File: src/pkg/ipv_pkg.sv
// Constants, register map and source table of the interrupt priority block.
// Assumes a 32-bit APB register port with a 12-bit byte address.
package ipv_pkg;

    // Sizes
    localparam int NSRC    = 14;
    localparam int NREG    = 6;
    localparam int NEVT    = 2;
    localparam int PRIO_W  = 3;
    localparam int LEVEL_W = 4;
    localparam int CODE_W  = 7;
    localparam int ADDR_W  = 12;

    // Priority field values
    localparam logic [PRIO_W-1:0] PRIO_RESET = 3'h4;
    localparam logic [PRIO_W-1:0] PRIO_OFF   = 3'h0;

    // Register byte offsets
    localparam logic [ADDR_W-1:0] A_PRIO_2   = 12'h000;
    localparam logic [ADDR_W-1:0] A_PRIO_3   = 12'h004;
    localparam logic [ADDR_W-1:0] A_PRIO_4   = 12'h008;
    localparam logic [ADDR_W-1:0] A_PRIO_5   = 12'h00C;
    localparam logic [ADDR_W-1:0] A_PRIO_7   = 12'h010;
    localparam logic [ADDR_W-1:0] A_PRIO_16  = 12'h014;
    localparam logic [ADDR_W-1:0] A_STATUS   = 12'h018;
    localparam logic [ADDR_W-1:0] A_EVT_STS  = 12'h01C;
    localparam logic [ADDR_W-1:0] A_EVT_CLR  = 12'h020;
    localparam logic [ADDR_W-1:0] A_EVT_EN   = 12'h024;

    // Priority registers by index 0..5
    localparam logic [NREG-1:0][ADDR_W-1:0] PRIO_ADDR =
        {A_PRIO_16, A_PRIO_7, A_PRIO_5, A_PRIO_4, A_PRIO_3, A_PRIO_2};

    // Status register field positions
    localparam int ST_LEVEL_LSB = 8;
    localparam int ST_CODE_LSB  = 0;

    // Event bits
    localparam int EVT_FWD     = 0;
    localparam int EVT_BLOCKED = 1;

    // Source table, index 0..13 (lower index = lower vector):
    // 0 timer three, 1 sync serial error, 2 sync serial event, 3 serial rx,
    // 4 serial tx, 5 converter done, 6 two-wire slave, 7 two-wire master,
    // 8 pin change, 9 ext irq one, 10 capture seven, 11 capture eight,
    // 12 ext irq two, 13 serial error
    localparam logic [NSRC-1:0][2:0] SRC_REG =
        {3'h5, 3'h4, 3'h3, 3'h3, 3'h3, 3'h2, 3'h2, 3'h2, 3'h1, 3'h1,
         3'h0, 3'h0, 3'h0, 3'h0};
    localparam logic [NSRC-1:0][3:0] SRC_LSB =
        {4'h4, 4'h4, 4'hC, 4'h8, 4'h0, 4'hC, 4'h4, 4'h0, 4'h4, 4'h0,
         4'hC, 4'h8, 4'h4, 4'h0};
    localparam logic [NSRC-1:0][CODE_W-1:0] SRC_CODE =
        {7'h41, 7'h1D, 7'h17, 7'h16, 7'h14, 7'h13, 7'h12, 7'h11, 7'h0C, 7'h0B,
         7'h08, 7'h07, 7'h06, 7'h05};
    localparam int SRC_SERIAL_RX = 3;

    // Bus handshake phase, Gray along idle -> answer
    typedef enum logic [1:0] {
        BUS_IDLE   = 2'h0,
        BUS_ANSWER = 2'h1
    } ipv_bus_t;

endpackage : ipv_pkg

File: src/pkg/ipv_sel_if.sv
// Request and winner signals between the register block and the resolver.
// Assumes both ends sit in the same clock domain.
`timescale 1ns/1ns
interface ipv_sel_if;
    import ipv_pkg::*;
    logic [NSRC-1:0]             req;
    logic [NSRC-1:0][PRIO_W-1:0] prio;
    logic [LEVEL_W-1:0]          cur_level;
    logic                        hit;
    logic [3:0]                  idx;
    logic [LEVEL_W-1:0]          win_level;
    logic [CODE_W-1:0]           win_code;

    modport top (output req, prio, cur_level, input hit, idx, win_level, win_code);
    modport res (input req, prio, cur_level, output hit, idx, win_level, win_code);
endinterface : ipv_sel_if

File: src/logic/ipv_resolver.sv
// Combinational selection of the winning interrupt source.
// Assumes requests are already gated by the source flag and enable bits.
`timescale 1ns/1ns
module ipv_resolver
    import ipv_pkg::*;
(
    // Request side and winner
    ipv_sel_if.res sel
);

    logic [LEVEL_W-1:0] lvl;

    // Ascending scan with strict compare keeps the lower vector on a tie
    always_comb begin
        lvl           = '0;
        sel.hit       = 1'b0;
        sel.idx       = '0;
        sel.win_level = '0;
        sel.win_code  = '0;
        for (int i = 0; i < NSRC; i++) begin
            lvl = {1'b0, sel.prio[i]};
            if (sel.req[i] && sel.prio[i] != PRIO_OFF
                && lvl > sel.cur_level
                && (!sel.hit || lvl > sel.win_level)) begin
                sel.hit       = 1'b1;
                sel.idx       = 4'(i);
                sel.win_level = lvl;
                sel.win_code  = SRC_CODE[i];
            end
        end
    end

endmodule : ipv_resolver

File: src/logic/ipv_top.sv
// Top of the interrupt priority block: APB registers, status and events.
// Assumes src_req and cpu_level come from logic on clk.
`timescale 1ns/1ns
module ipv_top
    import ipv_pkg::*;
(
    // Clock and reset
    input  wire logic                clk,
    input  wire logic                arst_n,
    // APB slave
    input  wire logic                psel,
    input  wire logic                penable,
    input  wire logic                pwrite,
    input  wire logic [ADDR_W-1:0]   paddr,
    input  wire logic [31:0]         pwdata,
    output logic      [31:0]         prdata,
    output logic                     pready,
    output logic                     pslverr,
    // Peripheral sources, flag and enable already applied
    input  wire logic [NSRC-1:0]     src_req,
    // Processor core
    input  wire logic [LEVEL_W-1:0]  cpu_level,
    output logic                     cpu_irq_req,
    output logic      [LEVEL_W-1:0]  cpu_irq_level,
    output logic      [CODE_W-1:0]   cpu_irq_code,
    // Event interrupt
    output logic                     irq
);

    typedef struct packed {
        logic [NSRC-1:0][PRIO_W-1:0] prio;
        logic                        fwd_req;
        logic [LEVEL_W-1:0]          st_level;
        logic [CODE_W-1:0]           st_code;
        logic [NEVT-1:0]             evt_sts;
        logic [NEVT-1:0]             evt_en;
        ipv_bus_t                    bus;
        logic [31:0]                 rdata;
        logic                        slverr;
        logic                        irq;
        logic                        booted;
    } ipv_state_t;

    localparam ipv_state_t S_RESET = '{
        prio:     {NSRC{PRIO_RESET}},
        fwd_req:  1'b0,
        st_level: '0,
        st_code:  '0,
        evt_sts:  '0,
        evt_en:   '0,
        bus:      BUS_IDLE,
        rdata:    '0,
        slverr:   1'b0,
        irq:      1'b0,
        booted:   1'b0
    };

    ipv_state_t s_q;
    ipv_state_t s_d;

    ipv_sel_if sel ();

    logic              access;
    logic              done_wr;
    logic              rd_hit;
    logic [31:0]       rd_val;
    logic [NEVT-1:0]   evt_set;
    logic [NEVT-1:0]   evt_clr;
    logic              blocked;

    // Image of one priority register; bits with no field stay zero
    function automatic logic [15:0] prio_image(
        input logic [NSRC-1:0][PRIO_W-1:0] p,
        input logic [ADDR_W-1:0]           a
    );
        logic [15:0] img;
        img = '0;
        for (int i = 0; i < NSRC; i++) begin
            if (a == PRIO_ADDR[SRC_REG[i]]) begin
                img[SRC_LSB[i] +: PRIO_W] = p[i];
            end
        end
        return img;
    endfunction : prio_image

    ipv_resolver u_resolver (
        .sel (sel.res)
    );

    // Resolver sees the live requests and the stored priorities
    always_comb begin
        sel.req       = src_req;
        sel.prio      = s_q.prio;
        sel.cur_level = cpu_level;
    end

    // Read decode, captured in the first access cycle
    always_comb begin
        rd_hit = 1'b0;
        rd_val = '0;
        for (int r = 0; r < NREG; r++) begin
            if (paddr == PRIO_ADDR[r]) begin
                rd_hit = 1'b1;
            end
        end
        rd_val[15:0] = prio_image(s_q.prio, paddr);
        if (paddr == A_STATUS) begin
            rd_hit = 1'b1;
            rd_val[ST_LEVEL_LSB +: LEVEL_W] = s_q.st_level;
            rd_val[ST_CODE_LSB +: CODE_W]   = s_q.st_code;
        end
        if (paddr == A_EVT_STS) begin
            rd_hit               = 1'b1;
            rd_val[NEVT-1:0]     = s_q.evt_sts;
        end
        if (paddr == A_EVT_EN) begin
            rd_hit               = 1'b1;
            rd_val[NEVT-1:0]     = s_q.evt_en;
        end
        if (paddr == A_EVT_CLR) begin
            rd_hit = 1'b1;                                     // Write-only, reads zero
        end
    end

    // Event sources
    always_comb begin
        blocked = 1'b0;
        for (int i = 0; i < NSRC; i++) begin
            if (src_req[i] && s_q.prio[i] == PRIO_OFF) begin
                blocked = 1'b1;
            end
        end
        evt_set              = '0;
        evt_set[EVT_FWD]     = sel.hit && (!s_q.fwd_req || sel.win_code != s_q.st_code);
        evt_set[EVT_BLOCKED] = blocked;
    end

    // Next state: bus handshake, register writes, status and events
    always_comb begin
        s_d     = s_q;
        access  = psel && penable;
        done_wr = access && pwrite && s_q.bus == BUS_ANSWER;
        evt_clr = '0;

        // One wait cycle so read data leaves a flop
        case (s_q.bus)
            BUS_IDLE: begin
                if (access) begin
                    s_d.bus    = BUS_ANSWER;
                    s_d.rdata  = pwrite ? 32'h0000_0000 : rd_val;
                    s_d.slverr = !rd_hit;
                end
            end
            BUS_ANSWER: begin
                s_d.bus    = BUS_IDLE;
                s_d.rdata  = '0;
                s_d.slverr = 1'b0;
            end
            default: begin
                s_d.bus    = BUS_IDLE;
                s_d.rdata  = '0;
                s_d.slverr = 1'b0;
            end
        endcase

        // Writes land only in implemented fields
        if (done_wr) begin
            for (int i = 0; i < NSRC; i++) begin
                if (paddr == PRIO_ADDR[SRC_REG[i]]) begin
                    s_d.prio[i] = pwdata[SRC_LSB[i] +: PRIO_W];
                end
            end
            if (paddr == A_EVT_EN) begin
                s_d.evt_en = pwdata[NEVT-1:0];
            end
            if (paddr == A_EVT_CLR) begin
                evt_clr = pwdata[NEVT-1:0];
            end
        end

        // Status follows the resolver; software cannot write it
        s_d.fwd_req  = sel.hit;
        s_d.st_level = sel.hit ? sel.win_level : '0;
        s_d.st_code  = sel.hit ? sel.win_code  : '0;

        // A set in the same cycle as its clear survives
        s_d.evt_sts = (s_q.evt_sts & ~evt_clr) | evt_set;
        s_d.irq     = |(s_d.evt_sts & s_d.evt_en);
        s_d.booted  = 1'b1;
    end

    // Single state register
    always_ff @(posedge clk or negedge arst_n) begin
        if (!arst_n) begin
            s_q <= S_RESET;
        end else begin
            s_q <= s_d;
        end
    end

    // Outputs straight from the state register
    assign prdata        = s_q.rdata;
    assign pready        = s_q.bus[0];                        // Set only in the answer phase
    assign pslverr       = s_q.slverr;
    assign cpu_irq_req   = s_q.fwd_req;
    assign cpu_irq_level = s_q.st_level;
    assign cpu_irq_code  = s_q.st_code;
    assign irq           = s_q.irq;
endmodule : ipv_top

File: config.mk
export PLATFORM = sky130hd
export DESIGN_NAME = ipv_top
export DESIGN_NICKNAME = d
export VERILOG_FILES = /design/src/pkg/ipv_pkg.sv /design/src/pkg/ipv_sel_if.sv /design/src/logic/ipv_resolver.sv /design/src/logic/ipv_top.sv
export SDC_FILE = /design/constraint.sdc
export NUM_CORES = 1
export LEC_CHECK = 0
export ABC_AREA = 1
export BUFFER_PORTS_ARGS = -buffer_cell sky130_fd_sc_hd__buf_2
export CAP_MARGIN = 20
export CORE_MARGIN = 10
export CORE_UTILIZATION = 50
export CTS_BUF_LIST = sky130_fd_sc_hd__clkbuf_4 sky130_fd_sc_hd__clkbuf_8
export DETAILED_ROUTE_END_ITERATION = 8
export GPL_TIMING_DRIVEN = 0
export PLACE_DENSITY = 0.75
export SKIP_LAST_GASP = 1
export SYNTH_ARGS = -nofsm -noshare
export SYNTH_HDL_FRONTEND = slang
export SYNTH_SLANG_ARGS = --single-unit
File: constraint.sdc
create_clock -name clk -period 15.8 [get_ports clk]
set_clock_uncertainty 0.1 [all_clocks]
set_input_delay 3.16 -clock clk [delete_from_list [all_inputs] [get_ports clk]]
set_output_delay 3.16 -clock clk [all_outputs]
set_load 0.02 [all_outputs]
==> reports/metrics.csv, run 1 <==
stage,metric,value,unit
clock_tree,CTS buffer count,9,
global_route,number of global-route vias before repair,7380,
synth,Synth cell types,44,
floorplan,DIE AREA,0.01860,sq mm
clock_tree,Clock transition at path regs,0.08,ns
worst_setup_path,CP peak stage delay,0.29,ns
synth,Avg Inst Size Synth,6.932,sq um
final_layout,Util after Layout,0.7249,
route,DRC violations left,0,
worst_setup_path,CP Capture Type,flop,
floorplan,I/O pins,114,
floorplan,area of the core region,0.01324,sq mm
worst_setup_path,reg-to-reg critical path startpoint,s_q[55]$_DFFE_PN1P_,
global_route,global route total overflow,0,
timing,slew at the pin with the worst max-slew slack,0.8238,ns
synth,Post-synth EDFFs,0,
power,Worst IR Drop VDD,0.06948,mV
clock_tree,CTS tree,built,
floorplan,Initial Util,0.5114,
placement,routability cong.,0.9181,
synth,synth top area cells,"dfrtp_1 (21%), ha_1 (15%), nand2_1 (13%), inv_1 (7.9%), nand3_1 (7.3%)",
worst_setup_path,required time of the critical path,15.95,ns
timing,setup repair after global routing missed its margin,yes,
power,Switch Pwr,0.1052,mW
power,logic gate share of total power,0.121,
worst_setup_path,"Slowest-stage cell, CP",ha_4,
route,1st-iter DRT viols,775,
global_route,initial antenna violation count,0,
synth,commonest cells in the netlist,"nand2_1 (241), inv_1 (142), nand3_1 (99)",
timing,Max Clk Rate,0.05307,GHz
worst_setup_path,reg2reg end,irq$_DFF_PN0_,
route,routed vias/inst,5.773,
clock_tree,CTS Sinks,72,
worst_setup_path,CP Launch Point,cpu_level[2],
global_route,global-route usage over all layers,0.2480,
timing,final period utilization,1.193,
power,P_int,0.2793,mW
power,clock share of power,0.397,
synth,dominant cell by count in the synthesized netlist,nand2_1,
synth,sequential element share of the synthesized area,0.2686,
clock_tree,hold buffers post-CTS,0,
route,routed wire length,26030,microns
clock_tree,CTS Root Cell,clkbuf_8,
placement,# port buffers,72,
clock_tree,Worst-Skew Late Latency,0.36,ns
worst_setup_path,R2R cell count,136,
synth,Yosys warnings,0,
run_status,outcome,"complete, but fails checks",
worst_setup_path,Setup CP Type,input pin to flop,
power,P per Cell Area,40.06,mW/mm^2
timing,final worst slack,-3.043,ns
power,Sw Share,0.2737,
clock_tree,clk buf depth,2,
synth,"FF+latch count, synth",72,
synth,Mapped Area,0.006773,sq mm
synth,Cells after Synth,977,
global_route,largest net degree at the start of global routing,71,
route,"antenna viol nets, final",0,
placement,Detailed Place HPWL,15950,microns
worst_setup_path,crit path to,irq$_DFF_PN0_,
synth,Synth area leader,dfrtp_1,
power,leak pwr,5.102,nW
floorplan,num rows,42,
floorplan,Die Width,136.4,microns
timing,max-slew violations,0,
worst_setup_path,CP max FO,7,
placement,dpl ws,-3.899,ns
min_path,Min-Delay Path Class,flop to flop,
final_layout,layout cell share with drive strength beyond 1,0.3917,
synth,main flop type after synthesis,dfrtp_1,
timing,fin crit period,18.84,ns
synth,Synth top area share,0.2143,
global_route,first-pass GRT wire length,37130,microns
worst_setup_path,most frequent CP cell,nand2_4,
run_status,failing checks,negative setup slack,
floorplan,Die Y,136.4,microns
power,Seq pwr share,0.483,
final_layout,# diodes,0,
worst_setup_path,flop2flop setup slack,-0.56,ns
route,DR vias,7973,
power,Total Power,0.3846,mW
route,drt pass-1 iters,6,
worst_setup_path,Critical Path AT,18.99,ns
clock_tree,H-tree depth,3,
synth,async set or reset register ratio after synthesis,1.000,
timing,Setup Viol. Count Final,11,
timing,final hold vios,0,
run,Max-Cap Viols,0,
final_layout,Syn-to-layout area delta,41.73,%
timing,Max-slew headroom,0.4458,
worst_setup_path,Startpoint Class,input pin,
route,Avg WL per Cell,18.85,microns
final_layout,nets,1348,
[what timing repair did]
action / 4_1_cts / 5_1_grt
pin swaps: 67 / 84
gates resized for setup: 88 / 121
setup endpoints to repair: 11 / 11
cloned: 1 / 0
setup buffers: 95 / 24
[worst min-delay path by stage]
| stage | startpoint | end | slack, ns | cells past startpoint |
|---|---|---|---|---|
| after floorplan | prdata[5]$_DFFE_PN0P_ | prdata[5]$_DFFE_PN0P_ | 0.35 | 2 |
| after global placement | prdata[9]$_DFFE_PN0P_ | prdata[9]$_DFFE_PN0P_ | 0.37 | 2 |
| after detailed placement | pslverr$_DFFE_PN0P_ | pslverr$_DFFE_PN0P_ | 0.37 | 2 |
| after CTS | prdata[9]$_DFFE_PN0P_ | prdata[9]$_DFFE_PN0P_ | 0.39 | 2 |
| after global routing | prdata[3]$_DFFE_PN0P_ | prdata[3]$_DFFE_PN0P_ | 0.42 | 2 |
| final | prdata[9]$_DFFE_PN0P_ | prdata[9]$_DFFE_PN0P_ | 0.38 | 2 |
[sequential cells by signal, indices dropped and copies added, names as in the netlist]
| signal | cells |
|---|---|
| irq | 1 |
| pready | 1 |
| cpu_irq_req | 1 |
| prdata | 13 |
| s_q | 46 |
| pslverr | 1 |
| cpu_irq_code | 6 |
| cpu_irq_level | 3 |
[area by class of cell]
cell class	instances	area, sq um
tap	176	220.2
clock buffer	10	137.6
timing repair buffer	192	1339
buffer	52	371.6
sequential	72	1819
multi-input combinational	722	5040
clock inverter	6	67.56
fill	976	3643
inverter	151	604.3
[layout by cell type (no fill, tap or decap), types with 5 or more instances in the layout]
master / synthesis / routed
nand2_1: 241 / 189
buf_4: 44 / 150
inv_1: 142 / 118
buf_2: 0 / 70
o21ai_0: 80 / 67
nand3_1: 99 / 66
dfrtp_1: 58 / 58
ha_1: 81 / 54
nor2_1: 56 / 49
nand2_2: 10 / 33
nand2_4: 2 / 31
nand3_2: 3 / 27
ha_4: 0 / 27
conb_1: 1 / 21
inv_2: 6 / 20
nor3_1: 18 / 18
buf_6: 1 / 16
a21oi_1: 18 / 14
dfstp_2: 14 / 14
and2_4: 0 / 13
nor2_2: 4 / 11
nand3_4: 1 / 10
clkbuf_8: 0 / 10
o21a_1: 9 / 9
nand4_1: 9 / 9
o21ai_1: 0 / 8
inv_4: 0 / 8
clkbuf_1: 7 / 7
o21bai_1: 6 / 6
o221ai_1: 6 / 6
o22ai_1: 6 / 6
o21ai_2: 0 / 5
o211ai_1: 5 / 5
[power groups by stage]
stage | clock network, mW | logic [mW] | registers (mW)
final | 0.153 | 0.0464 | 0.186
after global routing | 0.162 | 0.0514 | 0.186
after CTS | 0.153 | 0.0450 | 0.186
after detailed placement | 0 | 0.0436 | 0.189
after global placement | 0 | 0.0420 | 0.189
after floorplan | 0 | 0.0241 | 0.190
[logic make-up (layout without fill, tap and decap cells)]
family | count (synthesis) | after routing | synth area share
compound gates | 144 | 144 | 0.1243
buf+inv | 203 | 411 | 0.1382
other cells | 1 | 21 | 0.0005537
simple gates | 476 | 476 | 0.3187
flops | 72 | 72 | 0.2686
fa+ha+maj | 81 | 81 | 0.1496
[per-layer routing]
| layer | part of all wire | vias to the layer above | track usage |
|---|---|---|---|
| met5 | 0 | - | 0 |
| met4 | 0.057 | 0 | 0.1047 |
| met3 | 0.11 | 151 | 0.06273 |
| met2 | 0.46 | 532 | 0.3998 |
| met1 | 0.37 | 3681 | 0.3080 |
| li1 | - | 3609 | - |
[stage by stage]
step / cell area [sq um] / instances / setup TNS, ns / hold WS, ns
2_1_floorplan: 6967 / 997 / -15.91 / 0.3503
3_3_place_gp: 7547 / 1245 / -34.62 / 0.3688
3_5_place_dp: 7582 / 1247 / -37.45 / 0.3738
4_1_cts: 8886 / 1359 / -17.34 / 0.3944
5_1_grt: 9599 / 1381 / -36.24 / 0.4195
6_report: 9599 / 1381 / -28.92 / 0.3849
[worst max-delay path, delay by kind of cell]
kind / cells / cell delay (ns)
AOI/OAI and AO/OA: 23 / 3.27
adders and majority gates: 13 / 3.05
buffers and inverters: 30 / 2.71
and+or+nand+nor: 72 / 6.76
No activity file was read; power rests on OpenSTA's default activity.
==> inputs of run 2 (changes only) <==
==> constraint.sdc (replaced) <==
create_clock -name clk -period 15.8 [get_ports clk]
set_clock_uncertainty 0.1 [all_clocks]
set_input_delay 1.58 -clock clk [delete_from_list [all_inputs] [get_ports clk]]
set_output_delay 1.58 -clock clk [all_outputs]
set_load 0.02 [all_outputs]
==> reports/metrics.csv, run 2 (synthesized netlist as in run 1, its figures left out) <==
stage,metric,value,unit,change
timing,hold slack,0.3861,ns,was 0.3849 ns
worst_setup_path,Startpoint Class,input pin,,unchanged
global_route,number of global-route vias before repair,7386,,was 7380
placement,routability cong.,0.9060,,was 0.9181
timing,slew at the pin with the worst max-slew slack,0.9169,ns,was 0.8238 ns
timing,fin crit period,17.00,ns,was 18.84 ns
route,DR vias,7797,,was 7973
run,Max-Cap Viols,0,,unchanged
timing,final hold vios,0,,unchanged
final_layout,Biggest register,s_q,,unchanged
placement,dpl ws,-2.371,ns,was -3.899 ns
power,P per Cell Area,40.09,mW/mm^2,was 40.06 mW/mm^2
worst_setup_path,most frequent CP cell,nand2_1,,was nand2_4
timing,final period utilization,1.076,,was 1.193
final_layout,Final Cell Area,0.009432,sq mm,was 0.009599 sq mm
power,Total Power,0.3781,mW,was 0.3846 mW
global_route,met3 Use GR,0.04945,,was 0.06273
global_route,global-route usage over all layers,0.2494,,was 0.2480
clock_tree,CTS Root Cell,clkbuf_8,,unchanged
floorplan,num rows,42,,unchanged
floorplan,area of the core region,0.01324,sq mm,unchanged
clock_tree,Worst-Skew Late Latency,0.36,ns,about the same
worst_setup_path,CP peak stage delay,0.32,ns,was 0.29 ns
power,leak pwr,4.987,nW,was 5.102 nW
clock_tree,clk buf depth,2,,unchanged
global_route,initial antenna violation count,0,,unchanged
global_route,met1 Use GR,0.3136,,was 0.3080
global_route,routing usage on met2,0.3988,,was 0.3998
final_layout,final cell count without fillers,1365,,was 1381
final_layout,Syn-to-layout area delta,39.26,%,was 41.73%
route,routed vias/inst,5.712,,was 5.773
placement,Detailed Place HPWL,15990,microns,was 15950 microns
clock_tree,CTS tree,built,,unchanged
worst_setup_path,"Slowest-stage cell, CP",ha_4,,unchanged
final_layout,most frequent cells in the layout,"nand2_1 (186), buf_4 (136), inv_1 (119)",,"was nand2_1 (189), buf_4 (150), inv_1 (118)"
timing,setup_tns,-8.475,ns,was -28.92 ns
route,drt pass-1 iters,6,,unchanged
global_route,global route total overflow,0,,unchanged
floorplan,I/O pins,114,,unchanged
final_layout,# diodes,0,,unchanged
min_path,Min-Delay Path Class,flop to flop,,unchanged
final_layout,number of flip-flops in the largest register,46,,unchanged
power,Worst IR Drop VDD,0.05840,mV,was 0.06948 mV
global_route,first-pass GRT wire length,37250,microns,was 37130 microns
final_layout,"commonest non-fill, non-tap cell in the layout",nand2_1,,unchanged
floorplan,DIE AREA,0.01860,sq mm,unchanged
route,DRC violations left,0,,unchanged
worst_setup_path,reg-to-reg critical path startpoint,s_q[55]$_DFFE_PN1P_,,unchanged
route,"antenna viol nets, final",0,,unchanged
placement,Cells after DPL,1246,,was 1247
placement,# port buffers,72,,unchanged
clock_tree,CTS buffer count,9,,unchanged
timing,max-slew violations,0,,unchanged
clock_tree,CTS Sinks,72,,unchanged
timing,Setup Viol. Count Final,11,,unchanged
worst_setup_path,Setup CP Type,input pin to flop,,unchanged
route,1st-iter DRT viols,817,,was 775
floorplan,Initial Util,0.5114,,unchanged
run_status,failing checks,negative setup slack,,unchanged
global_route,largest net degree at the start of global routing,73,,was 71
timing,Max Clk Rate,0.05882,GHz,was 0.05307 GHz
final_layout,nets,1332,,was 1348
floorplan,Die Y,136.4,microns,unchanged
worst_setup_path,CP Capture Type,flop,,unchanged
run_status,outcome,"complete, but fails checks",,unchanged
global_route,GRT busiest layer,met2,,unchanged
worst_setup_path,CP max FO,6,,was 7
worst_setup_path,Critical Path AT,17.14,ns,was 18.99 ns
floorplan,Die Width,136.4,microns,unchanged
final_layout,Util after Layout,0.7122,,was 0.7249
worst_setup_path,CP Launch Point,cpu_level[1],,was cpu_level[2]
worst_setup_path,required time of the critical path,15.94,ns,was 15.95 ns
clock_tree,Clock transition at path regs,0.08,ns,about the same
clock_tree,H-tree depth,3,,unchanged
timing,final worst slack,-1.200,ns,was -3.043 ns
final_layout,layout cell share with drive strength beyond 1,0.3827,,was 0.3917
timing,setup repair after global routing missed its margin,yes,,unchanged
timing,Max-slew headroom,0.3887,,was 0.4458
route,routed wire length,25550,microns,was 26030 microns
min_path,min-delay src,prdata[9]$_DFFE_PN0P_,,unchanged
route,Avg WL per Cell,18.72,microns,was 18.85 microns
placement,Area after DPL,0.007555,sq mm,was 0.007582 sq mm
[run 2: routing by layer]
layer	wire length, microns	part of all wire
met4	1374	0.054
met3	2516	0.098
met5	0	0
met2	11940	0.47
met1	9720	0.38
[run 2: worst paths after layout]
check	to	slack (ns)	cells after the start
hold / removal	prdata[9]$_DFFE_PN0P_	0.39	2
setup / recovery	irq$_DFF_PN0_	-1.20	134
setup reg to reg	irq$_DFF_PN0_	-0.28	131
hold reg to reg	prdata[9]$_DFFE_PN0P_	0.39	2
max in group asynchronous	s_q[74]$_DFFE_PN0P_	13.75	1
min in group asynchronous	cpu_irq_code[2]$_DFF_PN0_	1.23	1
[run 2: area by class of cell]
class | instances | area, sq um
Clock buffer | 9 | 123.9
Multi-Input combinational cell | 723 | 5020
Timing Repair Buffer | 176 | 1207
Clock inverter | 7 | 72.57
Buffer | 51 | 364.1
Fill cell | 1006 | 3811
Sequential cell | 72 | 1819
Tap cell | 176 | 220.2
Inverter | 151 | 604.3
[run 2: repair_timing]
item	CTS	global route
endpoints found under the setup margin	11	11
cloned	0	1
setup buffers	86	17
gates resized for setup	103	103
hold buffers	0	0
pin swaps	69	108
[run 2: critical path: cells and delay by family]
kind	cells	cell delay [ns]
simple gates	76	7.50
fa+ha+maj	14	3.32
compound gates	25	3.24
buf+inv	19	1.45
[run 2: power by group]
part / switching, mW / internal [mW]
clock: 0.0747 / 0.0728
sequential: 0.000502 / 0.185
combinational: 0.0294 / 0.0156
==> inputs of run 3 (changes only) <==
Settings changed: CORE_MARGIN 10 to 5, SKIP_LAST_GASP 1 to not set.
==> reports/metrics.csv, run 3 (synthesized netlist as in run 1, its figures left out) <==
stage,metric,value,unit,change
floorplan,Die Width,126.4,microns,was 136.4 microns
clock_tree,CTS Sinks,72,,unchanged
timing,slew at the pin with the worst max-slew slack,0.9146,ns,was 0.9169 ns
route,routed wire length,23130,microns,was 25550 microns
power,Switch Pwr,0.1024,mW,was 0.1046 mW
floorplan,DIE AREA,0.01597,sq mm,was 0.01860 sq mm
route,drt pass-1 iters,5,,was 6
final_layout,Syn-to-layout area delta,34.08,%,was 39.26%
route,DRC violations left,0,,unchanged
final_layout,layout cell share with drive strength beyond 1,0.3348,,was 0.3827
worst_setup_path,Startpoint Class,input pin,,unchanged
timing,final period utilization,1.074,,was 1.076
power,logic gate share of total power,0.108,,was 0.119
route,routed vias/inst,5.605,,was 5.712
worst_setup_path,CP peak stage delay,0.31,ns,was 0.32 ns
global_route,largest net degree at the start of global routing,73,,unchanged
timing,final hold vios,0,,unchanged
final_layout,storage element area,0.001819,sq mm,unchanged
power,Sw Share,0.2459,,was 0.2766
worst_setup_path,Worst Path Buf+Inv,21,,was 19
timing,Max Clk Rate,0.05893,GHz,was 0.05882 GHz
timing,final worst slack,-1.168,ns,was -1.200 ns
global_route,initial antenna violation count,0,,unchanged
run_status,failing checks,negative setup slack,,unchanged
global_route,global route total overflow,0,,unchanged
worst_setup_path,Critical Path AT,17.11,ns,was 17.14 ns
floorplan,Initial Util,0.5114,,unchanged
floorplan,I/O pins,114,,unchanged
worst_setup_path,flop2flop setup slack,-0.26,ns,was -0.28 ns
floorplan,num rows,42,,unchanged
worst_setup_path,most frequent CP cell,nand2_4,,was nand2_1
placement,dpl ws,-2.275,ns,was -2.371 ns
final_layout,Multi-input gate area,0.004951,sq mm,was 0.005020 sq mm
floorplan,area of the core region,0.01324,sq mm,unchanged
clock_tree,CTS tree,built,,unchanged
final_layout,# fillers,1077,,was 1006
power,Worst IR Drop VDD,0.04974,mV,was 0.05840 mV
power,P_int,0.3140,mW,was 0.2735 mW
global_route,first-pass GRT wire length,33240,microns,was 37250 microns
final_layout,Util after Layout,0.6858,,was 0.7122
route,DR vias,7399,,was 7797
min_path,Min-Delay Path Class,flop to flop,,unchanged
run,Max-Cap Viols,0,,unchanged
worst_setup_path,required time of the critical path,15.94,ns,about the same
worst_setup_path,CP Capture Type,flop,,unchanged
timing,max-slew violations,0,,unchanged
power,Total Power,0.4164,mW,was 0.3781 mW
timing,Max-slew headroom,0.3902,,was 0.3887
final_layout,"commonest non-fill, non-tap cell in the layout",nand2_1,,unchanged
placement,Detailed Place HPWL,15530,microns,was 15990 microns
clock_tree,CTS Root Cell,clkbuf_8,,unchanged
clock_tree,Worst-Skew Late Latency,0.35,ns,was 0.36 ns
power,leak pwr,4.830,nW,was 4.987 nW
power,Seq pwr share,0.446,,was 0.491
clock_tree,hold buffers post-CTS,0,,unchanged
placement,routability cong.,0.9379,,was 0.9060
worst_setup_path,Worst path top cell family by delay,simple AND/OR/NAND/NOR gates,,unchanged
route,"antenna viol nets, final",0,,unchanged
timing,Setup Viol. Count Final,11,,unchanged
route,Avg WL per Cell,17.52,microns,was 18.72 microns
placement,# port buffers,72,,unchanged
clock_tree,Clock transition at path regs,0.08,ns,about the same
power,P per Cell Area,45.86,mW/mm^2,was 40.09 mW/mm^2
global_route,global-route usage over all layers,0.2555,,was 0.2494
final_layout,number of flip-flops in the largest register,46,,unchanged
worst_setup_path,Setup CP Type,input pin to flop,,unchanged
floorplan,Die Y,126.4,microns,was 136.4 microns
run_status,outcome,"complete, but fails checks",,unchanged
global_route,number of global-route vias before repair,6640,,was 7386
final_layout,Biggest register,s_q,,unchanged
final_layout,most frequent cells in the layout,"nand2_1 (194), inv_1 (124), buf_4 (92)",,"was nand2_1 (186), buf_4 (136), inv_1 (119)"
power,clock share of power,0.447,,was 0.390
clock_tree,H-tree depth,3,,unchanged
timing,setup repair after global routing missed its margin,yes,,unchanged
worst_setup_path,CP max FO,7,,was 6
timing,hold slack,0.3856,ns,was 0.3861 ns
clock_tree,clk buf depth,2,,unchanged
worst_setup_path,"Slowest-stage cell, CP",ha_4,,unchanged
final_layout,nets,1287,,was 1332
route,1st-iter DRT viols,718,,was 817
timing,fin crit period,16.97,ns,was 17.00 ns
clock_tree,CTS buffer count,9,,unchanged
final_layout,# diodes,0,,unchanged
## run 3: final timing paths
| path | end | startpoint | depth (start not counted) |
|---|---|---|---|
| max in group asynchronous | s_q[75]$_DFFE_PN0P_ | arst_n | 1 |
| max reg2reg | irq$_DFF_PN0_ | s_q[55]$_DFFE_PN1P_ | 135 |
| min | prdata[9]$_DFFE_PN0P_ | prdata[9]$_DFFE_PN0P_ | 2 |
| max | irq$_DFF_PN0_ | cpu_level[1] | 138 |
| min in group asynchronous | cpu_irq_code[2]$_DFF_PN0_ | arst_n | 1 |
| min reg2reg | prdata[9]$_DFFE_PN0P_ | prdata[9]$_DFFE_PN0P_ | 2 |
## run 3: metrics by stage
step	std cells	TNS, ns	area, sq um
floorplan	997	-0.4127	6967
global placement	1245	-17.08	7547
detailed placement	1246	-19.57	7555
CTS	1298	-2.088	8218
global route	1320	-16.49	9081
finish	1320	-8.032	9081
## run 3: power by group through the flow
stage          clock network, mW  registers (mW)  logic (mW)
2_1_floorplan                  0           0.190      0.0241
3_3_place_gp                   0           0.189      0.0419
3_5_place_dp                   0           0.189      0.0427
4_1_cts                    0.186           0.186      0.0441
5_1_grt                    0.196           0.186      0.0502
6_report                   0.186           0.186      0.0448
## run 3: worst register-to-register path: cells and delay by family, from the launching register on
kind / cells / cell delay, ns
adder cells (fa/ha/maj): 14 / 3.18
AO/OA/AOI/OAI: 27 / 3.72
AND/OR/NAND/NOR: 75 / 7.15
buffers and inverters: 19 / 1.16
flip-flops: 1 / 0.62
## run 3: layer usage
metal  up-vias  track usage  part of all wire
met5         -            0                 0
met4         0      0.08580             0.033
met3        64      0.03279             0.085
met2       362       0.4022              0.47
met1      3494       0.3635              0.41
li1       3479            -                 -
## run 3: timing repair
action,4_1_cts,5_1_grt
setup endpoints to repair,11,11
resized for setup,28,146
pin swaps,20,58
setup buffers,36,23
hold endpoints to repair,0,0
## run 3: cell type report
class                           instances  share of cell area
Multi-Input combinational cell        722              0.5452
Sequential cell                        72              0.2003
Timing Repair Buffer                  132             0.09658
Inverter                              151             0.06600
Buffer                                 51             0.03968
Tap cell                              176             0.02425
Clock buffer                           11             0.01667
Clock inverter                          5             0.01130
